<file path="config.mk">
export PLATFORM = sky130hd
export DESIGN_NAME = lerr_regs
export DESIGN_NICKNAME = d
export VERILOG_FILES = /design/src/lerr_pkg.sv /design/src/lerr_route_if.sv /design/src/lerr_route.sv /design/src/lerr_regs.sv
export VERILOG_INCLUDE_DIRS = /design/src
export SDC_FILE = /design/constraint.sdc
export NUM_CORES = 1
export LEC_CHECK = 0
export BUFFER_PORTS_ARGS = -buffer_cell sky130_fd_sc_hd__buf_2
export CAP_MARGIN = 20
export CORE_UTILIZATION = 51
export CTS_CLUSTER_SIZE = 14
export DETAILED_ROUTE_END_ITERATION = 10
export PLACE_DENSITY_LB_ADDON = 0.1
export SLEW_MARGIN = 20
export SYNTH_ARGS = -nofsm -noshare
export SYNTH_HDL_FRONTEND = slang
export SYNTH_SLANG_ARGS = --single-unit
</file>
<file path="constraint.sdc">
create_clock -name clk_i -period 4.4 [get_ports clk_i]
set_input_delay 0.66 -clock clk_i [delete_from_list [all_inputs] [get_ports clk_i]]
set_output_delay 0.66 -clock clk_i [all_outputs]
set_load 0.005 [all_outputs]
</file>
<file path="src/lerr_map.svh">
// register map, field positions and reset values of the error routing block
`ifndef LERR_MAP_SVH
`define LERR_MAP_SVH
// register indices; byte address is four times the index
`define LERR_IDX_SCRATCH 6'h10
`define LERR_IDX_CTL 6'h12
`define LERR_IDX_BASE_UP 6'h14
`define LERR_IDX_LIMIT_UP 6'h15
`define LERR_IDX_BUS_NUM 6'h1a
// routing control fields
`define LERR_BIT_PROT_FLOOD 0
`define LERR_BIT_OVFL_FLOOD 1
`define LERR_FATAL_LO 2
`define LERR_BIT_SYS_FATAL 7
`define LERR_BIT_CHAIN_FAIL 8
`define LERR_BIT_RESP_ERR 9
`define LERR_NONFATAL_LO 10
`define LERR_BIT_SYS_NONFATAL 15
// link error log byte positions
`define LERR_LOG_PROT 4
`define LERR_LOG_OVFL 5
`define LERR_LOG_EOC 6
`define LERR_LOG_CTL_TIME 7
// reset values
`define LERR_RST_SCRATCH 16'h0000
`define LERR_RST_EN 16'h0000
`define LERR_RST_BYTE 8'h00
`define LERR_RST_BUS 8'h00
`endif

</file>
<file path="src/lerr_pkg.sv">
// types shared by the error routing register block
package lerr_pkg;
  typedef logic [15:0] lerr_word_t;
  typedef logic [7:0] lerr_byte_t;
  // error sources in routing order, fatal enable = 2 + index
  typedef enum logic [2:0] {
    LERR_SRC_PROT,
    LERR_SRC_OVFL,
    LERR_SRC_EOC,
    LERR_SRC_RESP,
    LERR_SRC_CRC,
    LERR_SRC_SYS
  } lerr_src_t;
endpackage

</file>
<file path="src/lerr_route_if.sv">
// carrier between the register bank and the interrupt/flood router
`timescale 1ns/1ps
interface lerr_route_if;
  logic [15:0] en;
  logic [5:0] src;
  logic flood_qual;
  logic fatal;
  logic nonfatal;
  logic flood;
  modport regs (output en, output src, output flood_qual,
                input fatal, input nonfatal, input flood);
  modport route (input en, input src, input flood_qual,
                 output fatal, output nonfatal, output flood);
endinterface

</file>
<file path="src/lerr_route.sv">
// routes error log bits through enables onto interrupts and sync flood
`timescale 1ns/1ps
module lerr_route
  import lerr_pkg::*;
(
  input wire logic clk_i,
  input wire logic rst_i,
  lerr_route_if.route rif
);
  `include "lerr_map.svh"

  logic fatal_ff;
  logic nonfatal_ff;
  logic flood_ff;
  logic nxt_fatal;
  logic nxt_nonfatal;
  logic nxt_flood;

  // or of every source anded with its own enable
  always_comb begin
    nxt_fatal =
      |(rif.src & rif.en[`LERR_BIT_SYS_FATAL:`LERR_FATAL_LO]);
    nxt_nonfatal =
      |(rif.src & rif.en[`LERR_BIT_SYS_NONFATAL:`LERR_NONFATAL_LO]);
    nxt_flood = rif.flood_qual &
      ((rif.src[LERR_SRC_PROT] & rif.en[`LERR_BIT_PROT_FLOOD]) |
       (rif.src[LERR_SRC_OVFL] & rif.en[`LERR_BIT_OVFL_FLOOD]));
  end

  // registered so the top drives its pins from flops
  always_ff @(posedge clk_i) begin
    if (rst_i) begin
      fatal_ff <= 1'b0;
      nonfatal_ff <= 1'b0;
      flood_ff <= 1'b0;
    end else begin
      fatal_ff <= nxt_fatal;
      nonfatal_ff <= nxt_nonfatal;
      flood_ff <= nxt_flood;
    end
  end

  assign rif.fatal = fatal_ff;
  assign rif.nonfatal = nonfatal_ff;
  assign rif.flood = flood_ff;
endmodule

</file>
<file path="src/lerr_regs.sv">
// error routing register bank with classic wishbone slave
//
// Added by the designer: register access over Wishbone.
`timescale 1ns/1ps
// Summary of operation
// - protocol log floods when enabled and qualified
// - overflow log floods when enabled and qualified
// - chain reset leaves flood enables untouched
// - protocol log routes via enables 2, 10
// - overflow log routes via enables 3, 11
// - end-of-chain or inbound routes via 4, 12
// - response error routes via enables 5, 13
// - link crc errors route via 6, 14
// - host system error routes via 7, 15
// - system error enables zero on slaves
// - missing interrupt forces its enables zero
// - unchecked conditions: log and enables zero
// - chain fail sticky, cleared by chain reset
// - response error set, read clears, cold resets
// - routing enables read/write, warm reset zero
// - scratchpad plain read/write, cold reset zero
// - upper base byte extends base to 40
// - upper limit byte extends limit to 40
// - shared primary applies its extension to all
// - secondary uses primary values if link primary
// - 64-bit remap present makes extensions reserved
// - bus number captured from type 0 writes
// - log bits at 4..7 of their byte
module lerr_regs
  import lerr_pkg::*;
#(
  parameter bit IS_HOST = 1'b0,
  parameter bit FATAL_IMPL = 1'b1,
  parameter bit NONFATAL_IMPL = 1'b1,
  parameter logic [5:0] CHECKED = 6'h3f,
  parameter bit REMAP64 = 1'b0
) (
  input wire logic clk_i,
  input wire logic rst_i,
  input wire logic cold_rst_i,
  input wire logic chain_rst_i,
  input wire logic wb_cyc_i,
  input wire logic wb_stb_i,
  input wire logic wb_we_i,
  input wire logic [7:0] wb_adr_i,
  input wire logic [3:0] wb_sel_i,
  input wire logic [31:0] wb_dat_i,
  output logic [31:0] wb_dat_o,
  output logic wb_ack_o,
  input wire logic [7:0] link_err_log_i,
  input wire logic inb_eoc_err_i,
  input wire logic crc_err_i,
  input wire logic sys_err_det_i,
  input wire logic system_error_report_en_i,
  input wire logic resp_err_rcvd_i,
  input wire logic sync_flood_det_i,
  input wire logic cfg_type0_wr_i,
  input wire logic [7:0] cfg_bus_num_i,
  input wire logic use_primary_ext_i,
  input wire logic [7:0] prim_base_upper_i,
  input wire logic [7:0] prim_limit_upper_i,
  output logic flood_o,
  output logic fatal_int_o,
  output logic nonfatal_int_o,
  output logic chain_fail_o,
  output logic [7:0] mem_base_upper_o,
  output logic [7:0] mem_limit_upper_o,
  output logic [7:0] bus_num_o
);
  `include "lerr_map.svh"

  // per-source enable availability, six sources in routing order
  localparam logic [5:0] SRC_OK = CHECKED & {IS_HOST, 5'h1f};
  localparam logic [15:0] EN_MASK = {
    SRC_OK & {6{NONFATAL_IMPL}},
    2'b00,
    SRC_OK & {6{FATAL_IMPL}},
    SRC_OK[1:0]};

  // merge byte lanes of a 16-bit register
  function automatic lerr_word_t lane_merge(input lerr_word_t old_v,
      input lerr_word_t new_v, input logic [1:0] sel);
    lane_merge = {sel[1] ? new_v[15:8] : old_v[15:8],
                  sel[0] ? new_v[7:0] : old_v[7:0]};
  endfunction

  lerr_route_if rif ();

  logic acc;
  logic wr;
  logic rd;
  logic [5:0] idx;
  lerr_word_t scratch_ff;
  lerr_word_t en_ff;
  logic chain_fail_ff;
  logic resp_err_ff;
  lerr_byte_t base_ff;
  lerr_byte_t limit_ff;
  lerr_byte_t bus_ff;
  logic ack_ff;
  logic [31:0] dat_ff;
  lerr_byte_t base_out_ff;
  lerr_byte_t limit_out_ff;
  logic [31:0] nxt_dat;
  lerr_word_t ctl_view;
  logic [5:0] src;
  logic flood_cause;

  // one access per request; ack drops the cycle after it rose
  assign acc = wb_cyc_i & wb_stb_i & ~ack_ff;
  assign wr = acc & wb_we_i;
  assign rd = acc & ~wb_we_i;
  assign idx = wb_adr_i[7:2];

  // log bits masked where the condition is not checked
  always_comb begin
    src = 6'h00;
    src[LERR_SRC_PROT] = link_err_log_i[`LERR_LOG_PROT];
    src[LERR_SRC_OVFL] = link_err_log_i[`LERR_LOG_OVFL];
    src[LERR_SRC_EOC] = link_err_log_i[`LERR_LOG_EOC] | inb_eoc_err_i;
    src[LERR_SRC_RESP] = resp_err_ff;
    src[LERR_SRC_CRC] = crc_err_i;
    src[LERR_SRC_SYS] = sys_err_det_i;
    src = src & CHECKED;
  end

  assign rif.src = src;
  assign rif.en = en_ff;
  // slaves also need the system error report enable
  assign rif.flood_qual = IS_HOST | system_error_report_en_i;

  lerr_route u_route (
    .clk_i(clk_i),
    .rst_i(rst_i | cold_rst_i),
    .rif(rif)
  );

  // an error that would flood marks the chain failed at once
  assign flood_cause = rif.flood_qual &
    ((src[LERR_SRC_PROT] & en_ff[`LERR_BIT_PROT_FLOOD]) |
     (src[LERR_SRC_OVFL] & en_ff[`LERR_BIT_OVFL_FLOOD]));

  // scratchpad, survives warm reset
  always_ff @(posedge clk_i) begin
    if (cold_rst_i) begin
      scratch_ff <= `LERR_RST_SCRATCH;
    end else if (wr && idx == `LERR_IDX_SCRATCH) begin
      scratch_ff <= lane_merge(scratch_ff, wb_dat_i[15:0], wb_sel_i[1:0]);
    end
  end

  // routing enables; chain reset deliberately not here so software
  // must clear flood enables itself to stop flooding recurring
  always_ff @(posedge clk_i) begin
    if (rst_i || cold_rst_i) begin
      en_ff <= `LERR_RST_EN;
    end else if (wr && idx == `LERR_IDX_CTL) begin
      en_ff <= lane_merge(en_ff, wb_dat_i[15:0], wb_sel_i[1:0]) &
        EN_MASK;
    end
  end

  // chain fail: sticky until the failed chain is reset
  always_ff @(posedge clk_i) begin
    if (rst_i || cold_rst_i || chain_rst_i) begin
      chain_fail_ff <= 1'b0;
    end else if (sync_flood_det_i || flood_cause) begin
      chain_fail_ff <= 1'b1;
    end
  end

  // response error: new event wins over read-clear
  always_ff @(posedge clk_i) begin
    if (cold_rst_i) begin
      resp_err_ff <= 1'b0;
    end else if (resp_err_rcvd_i && CHECKED[LERR_SRC_RESP]) begin
      resp_err_ff <= 1'b1;
    end else if (rd && idx == `LERR_IDX_CTL && wb_sel_i[1]) begin
      resp_err_ff <= 1'b0;
    end
  end

  // upper address bytes; reserved when 64-bit remap exists
  always_ff @(posedge clk_i) begin
    if (rst_i || cold_rst_i || REMAP64) begin
      base_ff <= `LERR_RST_BYTE;
      limit_ff <= `LERR_RST_BYTE;
    end else if (wr && wb_sel_i[0]) begin
      if (idx == `LERR_IDX_BASE_UP) begin
        base_ff <= wb_dat_i[7:0];
      end
      if (idx == `LERR_IDX_LIMIT_UP) begin
        limit_ff <= wb_dat_i[7:0];
      end
    end
  end

  // decoder extension: primary block's values win when selected
  always_ff @(posedge clk_i) begin
    if (rst_i || cold_rst_i || REMAP64) begin
      base_out_ff <= `LERR_RST_BYTE;
      limit_out_ff <= `LERR_RST_BYTE;
    end else if (use_primary_ext_i) begin
      base_out_ff <= prim_base_upper_i;
      limit_out_ff <= prim_limit_upper_i;
    end else begin
      base_out_ff <= base_ff;
      limit_out_ff <= limit_ff;
    end
  end

  // bus number, software cannot write it
  always_ff @(posedge clk_i) begin
    if (rst_i || cold_rst_i) begin
      bus_ff <= `LERR_RST_BUS;
    end else if (cfg_type0_wr_i) begin
      bus_ff <= cfg_bus_num_i;
    end
  end

  assign ctl_view = {en_ff[15:10], resp_err_ff, chain_fail_ff,
                     en_ff[7:0]};

  // read mux; unmapped words read zero and still ack
  always_comb begin
    nxt_dat = 32'h0000_0000;
    unique case (idx)
      `LERR_IDX_SCRATCH: nxt_dat[15:0] = scratch_ff;
      `LERR_IDX_CTL: nxt_dat[15:0] = ctl_view;
      `LERR_IDX_BASE_UP: nxt_dat[7:0] = base_ff;
      `LERR_IDX_LIMIT_UP: nxt_dat[7:0] = limit_ff;
      `LERR_IDX_BUS_NUM: nxt_dat[7:0] = bus_ff;
      default: nxt_dat = 32'h0000_0000;
    endcase
  end

  // bus answer: ack one cycle after the request is seen
  always_ff @(posedge clk_i) begin
    if (rst_i || cold_rst_i) begin
      ack_ff <= 1'b0;
      dat_ff <= 32'h0000_0000;
    end else begin
      ack_ff <= acc;
      dat_ff <= rd ? nxt_dat : 32'h0000_0000;
    end
  end

  assign wb_ack_o = ack_ff;
  assign wb_dat_o = dat_ff;
  assign flood_o = rif.flood;
  assign fatal_int_o = rif.fatal;
  assign nonfatal_int_o = rif.nonfatal;
  assign chain_fail_o = chain_fail_ff;
  assign mem_base_upper_o = base_out_ff;
  assign mem_limit_upper_o = limit_out_ff;
  assign bus_num_o = bus_ff;
endmodule

</file>
==> metrics.cfg, run 1 <==
[floorplan]
num_io_pins = 152
core_region_area_um2 = 6830
floorplan.initialDensity_pct = 53.1
dieArea_um2 = 7450
die_w_um = 86.3
fp.dieH_um = 86.3
placement_rows = 30

[synthesis]
synthCells = 364
synth-seq-area-share_pct = 49.7
synth_top_area_share_pct = 49.7
syn-cell-area_um2 = 3620
synthArstFlopShare_pct = 0
synth-seq-cells = 90
yosysMostFrequentCell = dfxtp_1
synth_ff_type = dfxtp_1
syn_area_per_cell_um2 = 9.96
ys_warn_count = 0
synth-edff-count = 0
synth_top_area_cell = dfxtp_1
yosys-top-cells-count = dfxtp_1, nor2_1, mux2i_1
ys_types = 35
synthTopCellsByArea = dfxtp_1, mux2i_1, nor2_1, buf_4, a22oi_1

[power]
p_per_area_nw_per_um2 = 368
clockPowerShare_pct = 42.7
leakagePower_nw = 2.06
p_sw_share_pct = 22.9
p_int_w = 0.00125
p_sw_w = 0.000370
seq_power_share_pct = 51.1
irDropWorstVdd_uv = 185
comb_power_share_pct = 6.2

[place]
place_congestion = 0.754
io_buffers = 109
dpl.hpwl_mm = 6.01
dpl-instance-area_um2 = 4140

[sta]
worst_pin_slew_ns = 0.766
rsz0062_at_grt = false
hold_viol_final = 0
timing.final.crit_share_pct = 51.0
setup_viol = 0
clock_skew_ns = 0.00488
fmax_mhz = 446
maxSlewHeadroom_pct = 48.6
drv_slew = 0
fin_setup_tns_ns = 0
min_period_ns = 2.24

[clock_tree]
tritoncts = built
root_buffer = clkbuf_8
holdBufCountCts = 0
cts_inserted_buffers = 9
cts_resized = 0
clockBufferDepth = 2
cts_setup_buffers = 0
cts-htree-levels = 3
numClockSinks = 90
clock_latency_ns = 0.36
clk_transition_reported_paths_ns = 0.09

[routing]
vias_per_cell = 5.19
drt_iter0_markers = 148
wire_per_inst_um = 15.0
ant_nets = 0
dr.pass1.iters = 4
drc = 0
routed_wl_mm = 8.43
via_count = 2924

[outcome]
status = finished, final reports clean

[layout]
nets = 553
fin_area_um2 = 4390
layout-drive-gt1-share_pct = 28.9
syn_to_final_growth_pct = 21.2
diodes = 0

[worst_setup_path]
cp-start-kind = input pin
crit_type = input pin to flop
path_max_fanout = 28
crit_slowest_cell = or2_2
cp.arrival_ns = 2.51
path_cells = buf_2 > or2_2 > nor3_1 > nand4_1 > a21oi_1
end_kind = flop
critical_path.max_stage_delay_ns = 0.58
required_ns = 4.67

[global_route]
track_usage_pct = 22.8
first_global_vias = 2686
overflow = 0
grt_start_max_net_pins = 33
antenna_found_initial = 0
grt_pass1_wl_mm = 12.9

[flow_run]
cap_violations = 0

[hold_path]
hp-class = input pin to flop

cell type report:
cell class | instances | area [um2]
Fill cell | 626 | 2440
Multi-Input combinational cell | 250 | 1670
Sequential cell | 90 | 1800
Timing Repair Buffer | 110 | 553
Tap cell | 96 | 120
Inverter | 1 | 3.75
Clock buffer | 9 | 124
Clock inverter | 7 | 125
kinds of logic (layout without fill, tap and decap cells):
| group | Yosys count | in the layout | share of synthesized area [%] |
|---|---|---|---|
| and+or+nand+nor | 124 | 124 | 16.7 |
| DFF | 90 | 90 | 49.7 |
| AOI/OAI and AO/OA | 34 | 34 | 6.63 |
| muxes | 76 | 76 | 21.0 |
| other | 1 | 16 | 0.103 |
| buffers and inverters | 39 | 127 | 5.90 |
flip-flops by register name, indices dropped and copies added (netlist names), 8 cells and up:
name / cells
base_ff: 8
bus_num_o: 8
en_ff: 12
scratch_ff: 16
wb_dat_o: 16
mem_limit_upper_o: 8
mem_base_upper_o: 8
limit_ff: 8
path summary, 6_finish.rpt:
path	depth (start not counted)	to	slack, ns	from
worst max-delay path	5	wb_dat_o[2]	2.16	cold_rst_i
worst min-delay path	2	chain_fail_o	0.45	chain_rst_i
worst max register to register	4	limit_ff[7]	2.52	wb_ack_o
worst min register to register	2	wb_dat_o[5]	0.46	scratch_ff[5]
stage by stage:
step / power, W / cells / util (%) / worst slack, ns / hold slack (ns)
after detailed placement: 0.000944 / 547 / 60.7 / 1.83 / 0.447
after floorplan: 0.000905 / 379 / - / 2.12 / 0.432
after global placement: 0.000943 / 547 / 60.7 / 1.85 / 0.443
final: 0.00162 / 563 / 64.3 / 2.16 / 0.454
after global routing: 0.00167 / 563 / 64.3 / 2.12 / 0.450
after CTS: 0.00163 / 563 / 64.3 / 2.20 / 0.445
power by group through the flow:
stage / sequential (W) / clock (W) / combinational [W]
after floorplan: 0.000845 / 0 / 0.0000603
after global placement: 0.000845 / 0 / 0.0000980
after detailed placement: 0.000845 / 0 / 0.0000994
after CTS: 0.000826 / 0.000702 / 0.000100
after global routing: 0.000827 / 0.000731 / 0.000110
final: 0.000826 / 0.000691 / 0.000101
layout by cell type (no fill, tap or decap), types with 3 or more instances in the layout:
master     instances
buf_2            109
dfxtp_1           90
nor2_1            78
mux2i_1           76
conb_1            16
a22oi_1           11
nor3_1             9
nand2_1            9
clkbuf_8           9
a21oi_1            8
a221oi_1           8
nand4_1            5
nor2_2             4
and2_1             3
bufinv_16          3
per-layer routing:
| metal | global-route usage, % | wire length, um | part of all wire (%) |
|---|---|---|---|
| met5 | 0 | 0 | 0 |
| met4 | 7.73 | 110 | 1.3 |
| met3 | 5.14 | 536 | 6.4 |
| met2 | 38.2 | 4020 | 48 |
| met1 | 29.2 | 3770 | 45 |
worst max-delay path, delay by kind of cell:
family	cells	cell delay, ns
AO/OA/AOI/OAI	1	0.32
buffers and inverters	1	0.24
AND/OR/NAND/NOR	3	1.29
Power figures use the tool's default switching activity.
==> run 2, diff against run 1 <==
--- a/config.mk
+++ b/config.mk
@@ -6,9 +6,10 @@
 export SDC_FILE = /design/constraint.sdc
 export NUM_CORES = 1
 export LEC_CHECK = 0
+export ABC_AREA = 1
 export BUFFER_PORTS_ARGS = -buffer_cell sky130_fd_sc_hd__buf_2
 export CAP_MARGIN = 20
-export CORE_UTILIZATION = 51
+export CORE_UTILIZATION = 49
 export CTS_CLUSTER_SIZE = 14
 export DETAILED_ROUTE_END_ITERATION = 10
 export PLACE_DENSITY_LB_ADDON = 0.1
==> constraint.sdc (replaced) <==
create_clock -name clk_i -period 2.13 [get_ports clk_i]
set_input_delay 0.3195 -clock clk_i [delete_from_list [all_inputs] [get_ports clk_i]]
set_output_delay 0.3195 -clock clk_i [all_outputs]
set_load 0.005 [all_outputs]
==> metrics.cfg, run 2 <==
[outcome]
status = finished, final reports clean

[clock_tree]
root_buffer = clkbuf_8
cts_resized = 0  ; unchanged
tritoncts = built
numClockSinks = 90  ; unchanged
clk_transition_reported_paths_ns = 0.08  ; about the same
cts-htree-levels = 3  ; unchanged
cts_inserted_buffers = 9  ; unchanged
clock_latency_ns = 0.35  ; about the same
clockBufferDepth = 2  ; unchanged
cts_setup_buffers = 0  ; unchanged
holdBufCountCts = 0  ; unchanged

[layout]
nets = 752  ; +36%
fin_area_um2 = 4660  ; +6.2%
diodes = 0  ; unchanged
instances_no_fill = 766  ; +36%
layout_common_cells = nand2_1, nor2_1, buf_2
fillCellCount = 756  ; +21%
seq_area_um2 = 1800  ; unchanged
multiInputGateArea_um2 = 1830  ; +9.8%
layout_commonest_cell = nand2_1
layout-drive-gt1-share_pct = 23.3  ; -5.6 points
syn_to_final_growth_pct = 19.3

[routing]
ant_nets = 0  ; unchanged
wire_per_inst_um = 12.1  ; -19%
vias_per_cell = 4.75  ; -8.6%
routed_wl_mm = 9.30  ; +10%
wl_met3_um = 545  ; +1.7%
dr.pass1.iters = 4  ; unchanged
drt-met1-wl_mm = 4.40  ; +17%
drt_iter0_markers = 265  ; +79%
via_count = 3636  ; +24%
wl_met2_mm = 4.13  ; +3.0%
highest_layer = met4
drc = 0  ; unchanged

[global_route]
overflow = 0  ; unchanged
antenna_found_initial = 0  ; unchanged
grt_start_max_net_pins = 30  ; -9.1%
track_usage_pct = 23.4  ; +0.55 points
first_global_vias = 3215  ; +20%
grt_pass1_wl_mm = 15.2  ; +18%

[worst_setup_path]
cp-start-kind = flop
end_kind = flop
crit_type = flop to flop
required_ns = 2.38  ; -2.29 ns
cp.arrival_ns = 1.77  ; -0.74 ns
path_max_fanout = 16  ; -43%

[synthesis]
ys_warn_count = 0  ; unchanged
synth-seq-area-share_pct = 46.1  ; -3.6 points
ys_types = 22  ; -37%
synth-edff-count = 0  ; unchanged
synth_ff_type = dfxtp_1
synthArstFlopShare_pct = 0  ; unchanged
synth_top_area_share_pct = 46.1  ; -3.6 points
synth_top_area_cell = dfxtp_1
synthTopCellsByArea = dfxtp_1, nand2_1, nor2_1, a21oi_1, nand3_1
synth-seq-cells = 90  ; unchanged
syn-cell-area_um2 = 3910  ; +7.9%
synthCells = 556  ; +53%
yosysMostFrequentCell = nand2_1
yosys-top-cells-count = nand2_1, nor2_1, dfxtp_1
syn_area_per_cell_um2 = 7.03  ; -29%

[place]
dpl.cell_count = 752  ; +37%
dpl-instance-area_um2 = 4460  ; +7.5%
io_buffers = 109  ; unchanged
place_congestion = 0.885  ; +17%
dpl.hpwl_mm = 7.04  ; +17%

[sta]
fin_setup_tns_ns = 0  ; unchanged
clock_skew_ns = 0.00436  ; -0.000517 ns
drv_slew = 0  ; unchanged
fmax_mhz = 661
timing.final.crit_share_pct = 71.1
min_period_ns = 1.51
worst_pin_slew_ns = 0.531  ; -0.234 ns
rsz0062_at_grt = false
hold_viol_final = 0  ; unchanged
maxSlewHeadroom_pct = 64.5  ; +16 points
setup_viol = 0  ; unchanged

[power]
p_per_area_nw_per_um2 = 682  ; +85%
irDropWorstVdd_uv = 347  ; +88%
leakagePower_nw = 2.14  ; +3.8%
total_power_w = 0.00318  ; +97%

[floorplan]
dieArea_um2 = 8340  ; +12%
placement_rows = 32  ; +6.7%
num_io_pins = 152  ; unchanged
die_w_um = 91.3  ; +5.8%
fp.dieH_um = 91.3  ; +5.8%
floorplan.initialDensity_pct = 50.6  ; -2.5 points
core_region_area_um2 = 7730  ; +13%

[hold_path]
hp-class = input pin to flop

[flow_run]
cap_violations = 0  ; unchanged

## run 2: cell count changes after synthesis, moves of 5 or more
cell / delta
a221oi_1: -8
nand4_1: +5
nor3_1: -9
inv_2: +7
inv_1: +25
clkbuf_1: -10
a21oi_1: +27
mux2i_1: -76
nor2_4: +8
nand3_1: +34
nand2_1: +165
nor2_1: +37
a22oi_1: -11
## run 2: critical path, cell delays in order, from the launching register on
cell,delay [ns]
dfxtp_1,0.34
inv_1,0.06
nand3_1,0.09
nor2_1,0.16
nand2_2,0.20
nor2_4,0.35
nand2_1,0.10
nand2_1,0.07
nor2_1,0.04
## run 2: per-stage QoR
stage                     util (%)  hold slack, ns  worst slack [ns]
after floorplan                  -           0.389             0.807
after global placement        57.7           0.432             0.525
after detailed placement      57.7           0.435             0.509
after CTS                     60.3           0.151             0.625
after global routing          60.3           0.178             0.496
final                         60.3           0.154             0.616
## run 2: cell families (layout without fill, tap and decap cells)
| family | count (synthesis) | count (layout) | synth area share (%) |
|---|---|---|---|
| AOI/OAI and AO/OA | 43 | 43 | 5.98 |
| and+or+nand+nor | 355 | 355 | 39.2 |
| DFF | 90 | 90 | 46.1 |
| buffers and inverters | 67 | 160 | 8.67 |
| other | 1 | 16 | 0.0959 |
## run 2: final timing paths
path | start | end | slack, ns | depth (start not counted)
setup / recovery | wb_ack_o | base_ff[6] | 0.62 | 8
hold / removal | cold_rst_i | resp_err_ff | 0.15 | 2
setup reg to reg | wb_ack_o | base_ff[6] | 0.62 | 8
hold reg to reg | scratch_ff[15] | wb_dat_o[15] | 0.44 | 2
## run 2: area by class of cell
class | instances | area share, %
clock buffers | 11 | 3.03
repair buffers | 113 | 12.3
flip-flops and latches | 90 | 38.6
clock inverters | 3 | 1.40
inverters | 33 | 2.66
well taps | 102 | 2.74
multi-input cells | 414 | 39.2
## run 2: routing by layer
metal | up-vias | track usage (%)
li1 | 1907 | -
met1 | 1577 | 32.1
met2 | 136 | 36.6
met3 | 16 | 3.77
met4 | 0 | 9.39
met5 | - | 0
## run 2: report_power, final
part           internal, W  leakage (nW)  switching [W]
combinational    0.0000895          1.31       0.000153
clock             0.000679         0.105       0.000553
sequential         0.00170         0.727     0.00000827
==> run 3, diff against run 2 <==
==> constraint.sdc (replaced) <==
create_clock -name clk_i -period 1.5 [get_ports clk_i]
set_input_delay 0.225 -clock clk_i [delete_from_list [all_inputs] [get_ports clk_i]]
set_output_delay 0.225 -clock clk_i [all_outputs]
set_load 0.005 [all_outputs]
==> metrics.cfg, run 3 (synthesis gave the netlist of run 2 again) <==
[place]
dpl.hpwl_mm = 7.00  ; -0.44%
place_congestion = 0.861  ; -2.6%
io_buffers = 109  ; unchanged

[floorplan]
core_region_area_um2 = 7730  ; unchanged
floorplan.initialDensity_pct = 50.6  ; unchanged
placement_rows = 32  ; unchanged
die_w_um = 91.3  ; unchanged
fp.dieH_um = 91.3  ; unchanged
num_io_pins = 152  ; unchanged
dieArea_um2 = 8340  ; unchanged

[routing]
ant_nets = 0  ; unchanged
wire_per_inst_um = 12.1  ; -0.14%
routed_wl_mm = 9.42  ; +1.3%
drc = 0  ; unchanged
vias_per_cell = 4.73  ; -0.41%
drt_iter0_markers = 241  ; -9.1%
via_count = 3673  ; +1.0%
dr.pass1.iters = 4  ; unchanged

[sta]
drv_slew = 0  ; unchanged
fmax_mhz = 731  ; +11%
hold_viol_final = 0  ; unchanged
worst_pin_slew_ns = 0.535  ; +0.00421 ns
min_period_ns = 1.37  ; -0.145 ns
clock_skew_ns = 0.00877  ; +0.00441 ns
fin_setup_tns_ns = 0  ; unchanged
rsz0062_at_grt = false
maxSlewHeadroom_pct = 64.3  ; -0.28 points
timing.final.crit_share_pct = 91.3  ; +20 points
setup_viol = 0  ; unchanged

[global_route]
grt_start_max_net_pins = 30  ; unchanged
track_usage_pct = 23.5  ; +0.17 points
antenna_found_initial = 0  ; unchanged
overflow = 0  ; unchanged
grt_pass1_wl_mm = 15.4  ; +1.4%
first_global_vias = 3192  ; -0.72%

[power]
total_power_w = 0.00441  ; +39%
irDropWorstVdd_uv = 603  ; +74%
p_per_area_nw_per_um2 = 926  ; +36%
leakagePower_nw = 2.18  ; +1.9%

[worst_setup_path]
cp.arrival_ns = 1.63  ; -0.14 ns
crit_type = flop to flop
path_max_fanout = 13  ; -3
end_kind = flop
cp-start-kind = flop
required_ns = 1.76  ; -0.62 ns

[layout]
layout_commonest_cell = nand2_1
layout_common_cells = nand2_1, nor2_1, buf_2
layout-drive-gt1-share_pct = 24.4  ; +1.1 points
seq_area_um2 = 1800  ; unchanged
multiInputGateArea_um2 = 1840  ; +0.41%
syn_to_final_growth_pct = 21.7
nets = 761  ; +1.2%
fillCellCount = 749  ; -0.93%
diodes = 0  ; unchanged

[clock_tree]
cts-htree-levels = 3  ; unchanged
clockBufferDepth = 2  ; unchanged
holdBufCountCts = 0  ; unchanged
clk_transition_reported_paths_ns = 0.09  ; about the same
clock_latency_ns = 0.36  ; about the same
numClockSinks = 90  ; unchanged
cts_inserted_buffers = 9  ; unchanged
root_buffer = clkbuf_8
tritoncts = built

[flow_run]
cap_violations = 0  ; unchanged

[hold_path]
hp-class = input pin to flop

[outcome]
status = finished, final reports clean

-- run 3: cell count changes in the layout (fill, tap and decap cells not counted), sizes merged --
cell	before	now
buf	113	122
clkbuf	11	12
bufinv	2	1
clkinv	1	0
clkinvlp	0	3
-- run 3: path summary, 6_finish.rpt --
| check | slack, ns | to | from | cells past startpoint |
|---|---|---|---|---|
| max | 0.13 | scratch_ff[4] | wb_ack_o | 9 |
| min | 0.07 | resp_err_ff | cold_rst_i | 2 |
| max reg2reg | 0.13 | scratch_ff[4] | wb_ack_o | 9 |
| min reg2reg | 0.45 | wb_dat_o[15] | scratch_ff[15] | 2 |
-- run 3: what timing repair did --
action / 4_1_cts / 5_1_grt
resized for setup: 0 / 2
endpoints found under the setup margin: 0 / 25
buffers inserted: 0 / 3
-- run 3: worst max-delay path, stage by stage (launching register included) --
cell and delay (ns):
dfxtp_1 0.33, inv_1 0.05, nand3_1 0.10, nor2_2 0.17
nand2_4 0.13, nor2_4 0.19, buf_12 0.15, nand2_1 0.05
nand2_1 0.06, nor2_1 0.04
-- run 3: per-stage QoR --
step | setup WS (ns) | std cells | utilization [%] | hold slack, ns | area [um2]
floorplan | 0.177 | 571 | - | 0.294 | 3970
global placement | 0.0533 | 758 | 58.4 | 0.433 | 4510
detailed placement | 0.0291 | 758 | 58.4 | 0.437 | 4510
CTS | 0.0589 | 774 | 60.8 | 0.0668 | 4700
global route | 0.0324 | 777 | 61.6 | 0.0779 | 4760
finish | 0.131 | 777 | 61.6 | 0.0693 | 4760
-- run 3: cell type report --
type / instances / area share, %
Multi-Input combinational cell: 414 / 38.6
Tap cell: 102 / 2.68
Timing Repair Buffer: 122 / 14.3
Clock buffer: 12 / 2.84
Clock inverter: 4 / 1.10
Sequential cell: 90 / 37.9
Inverter: 33 / 2.60
-- run 3: power by group --
| part | switching, W | total (W) | leakage [nW] | internal [W] |
|---|---|---|---|---|
| registers | 0.0000112 | 0.00242 | 0.727 | 0.00241 |
| logic | 0.000224 | 0.000360 | 1.37 | 0.000136 |
| clock network | 0.000853 | 0.00163 | 0.0828 | 0.000773 |
| total | 0.00109 | 0.00441 | 2.18 | 0.00332 |
-- run 3: routing by layer --
layer | GRT usage [%] | part of all wire [%] | vias up
met5 | 0 | 0 | -
met4 | 8.20 | 1.5 | 0
met3 | 3.85 | 7.0 | 14
met2 | 37.3 | 44 | 155
met1 | 32.4 | 47 | 1576
li1 | - | - | 1928
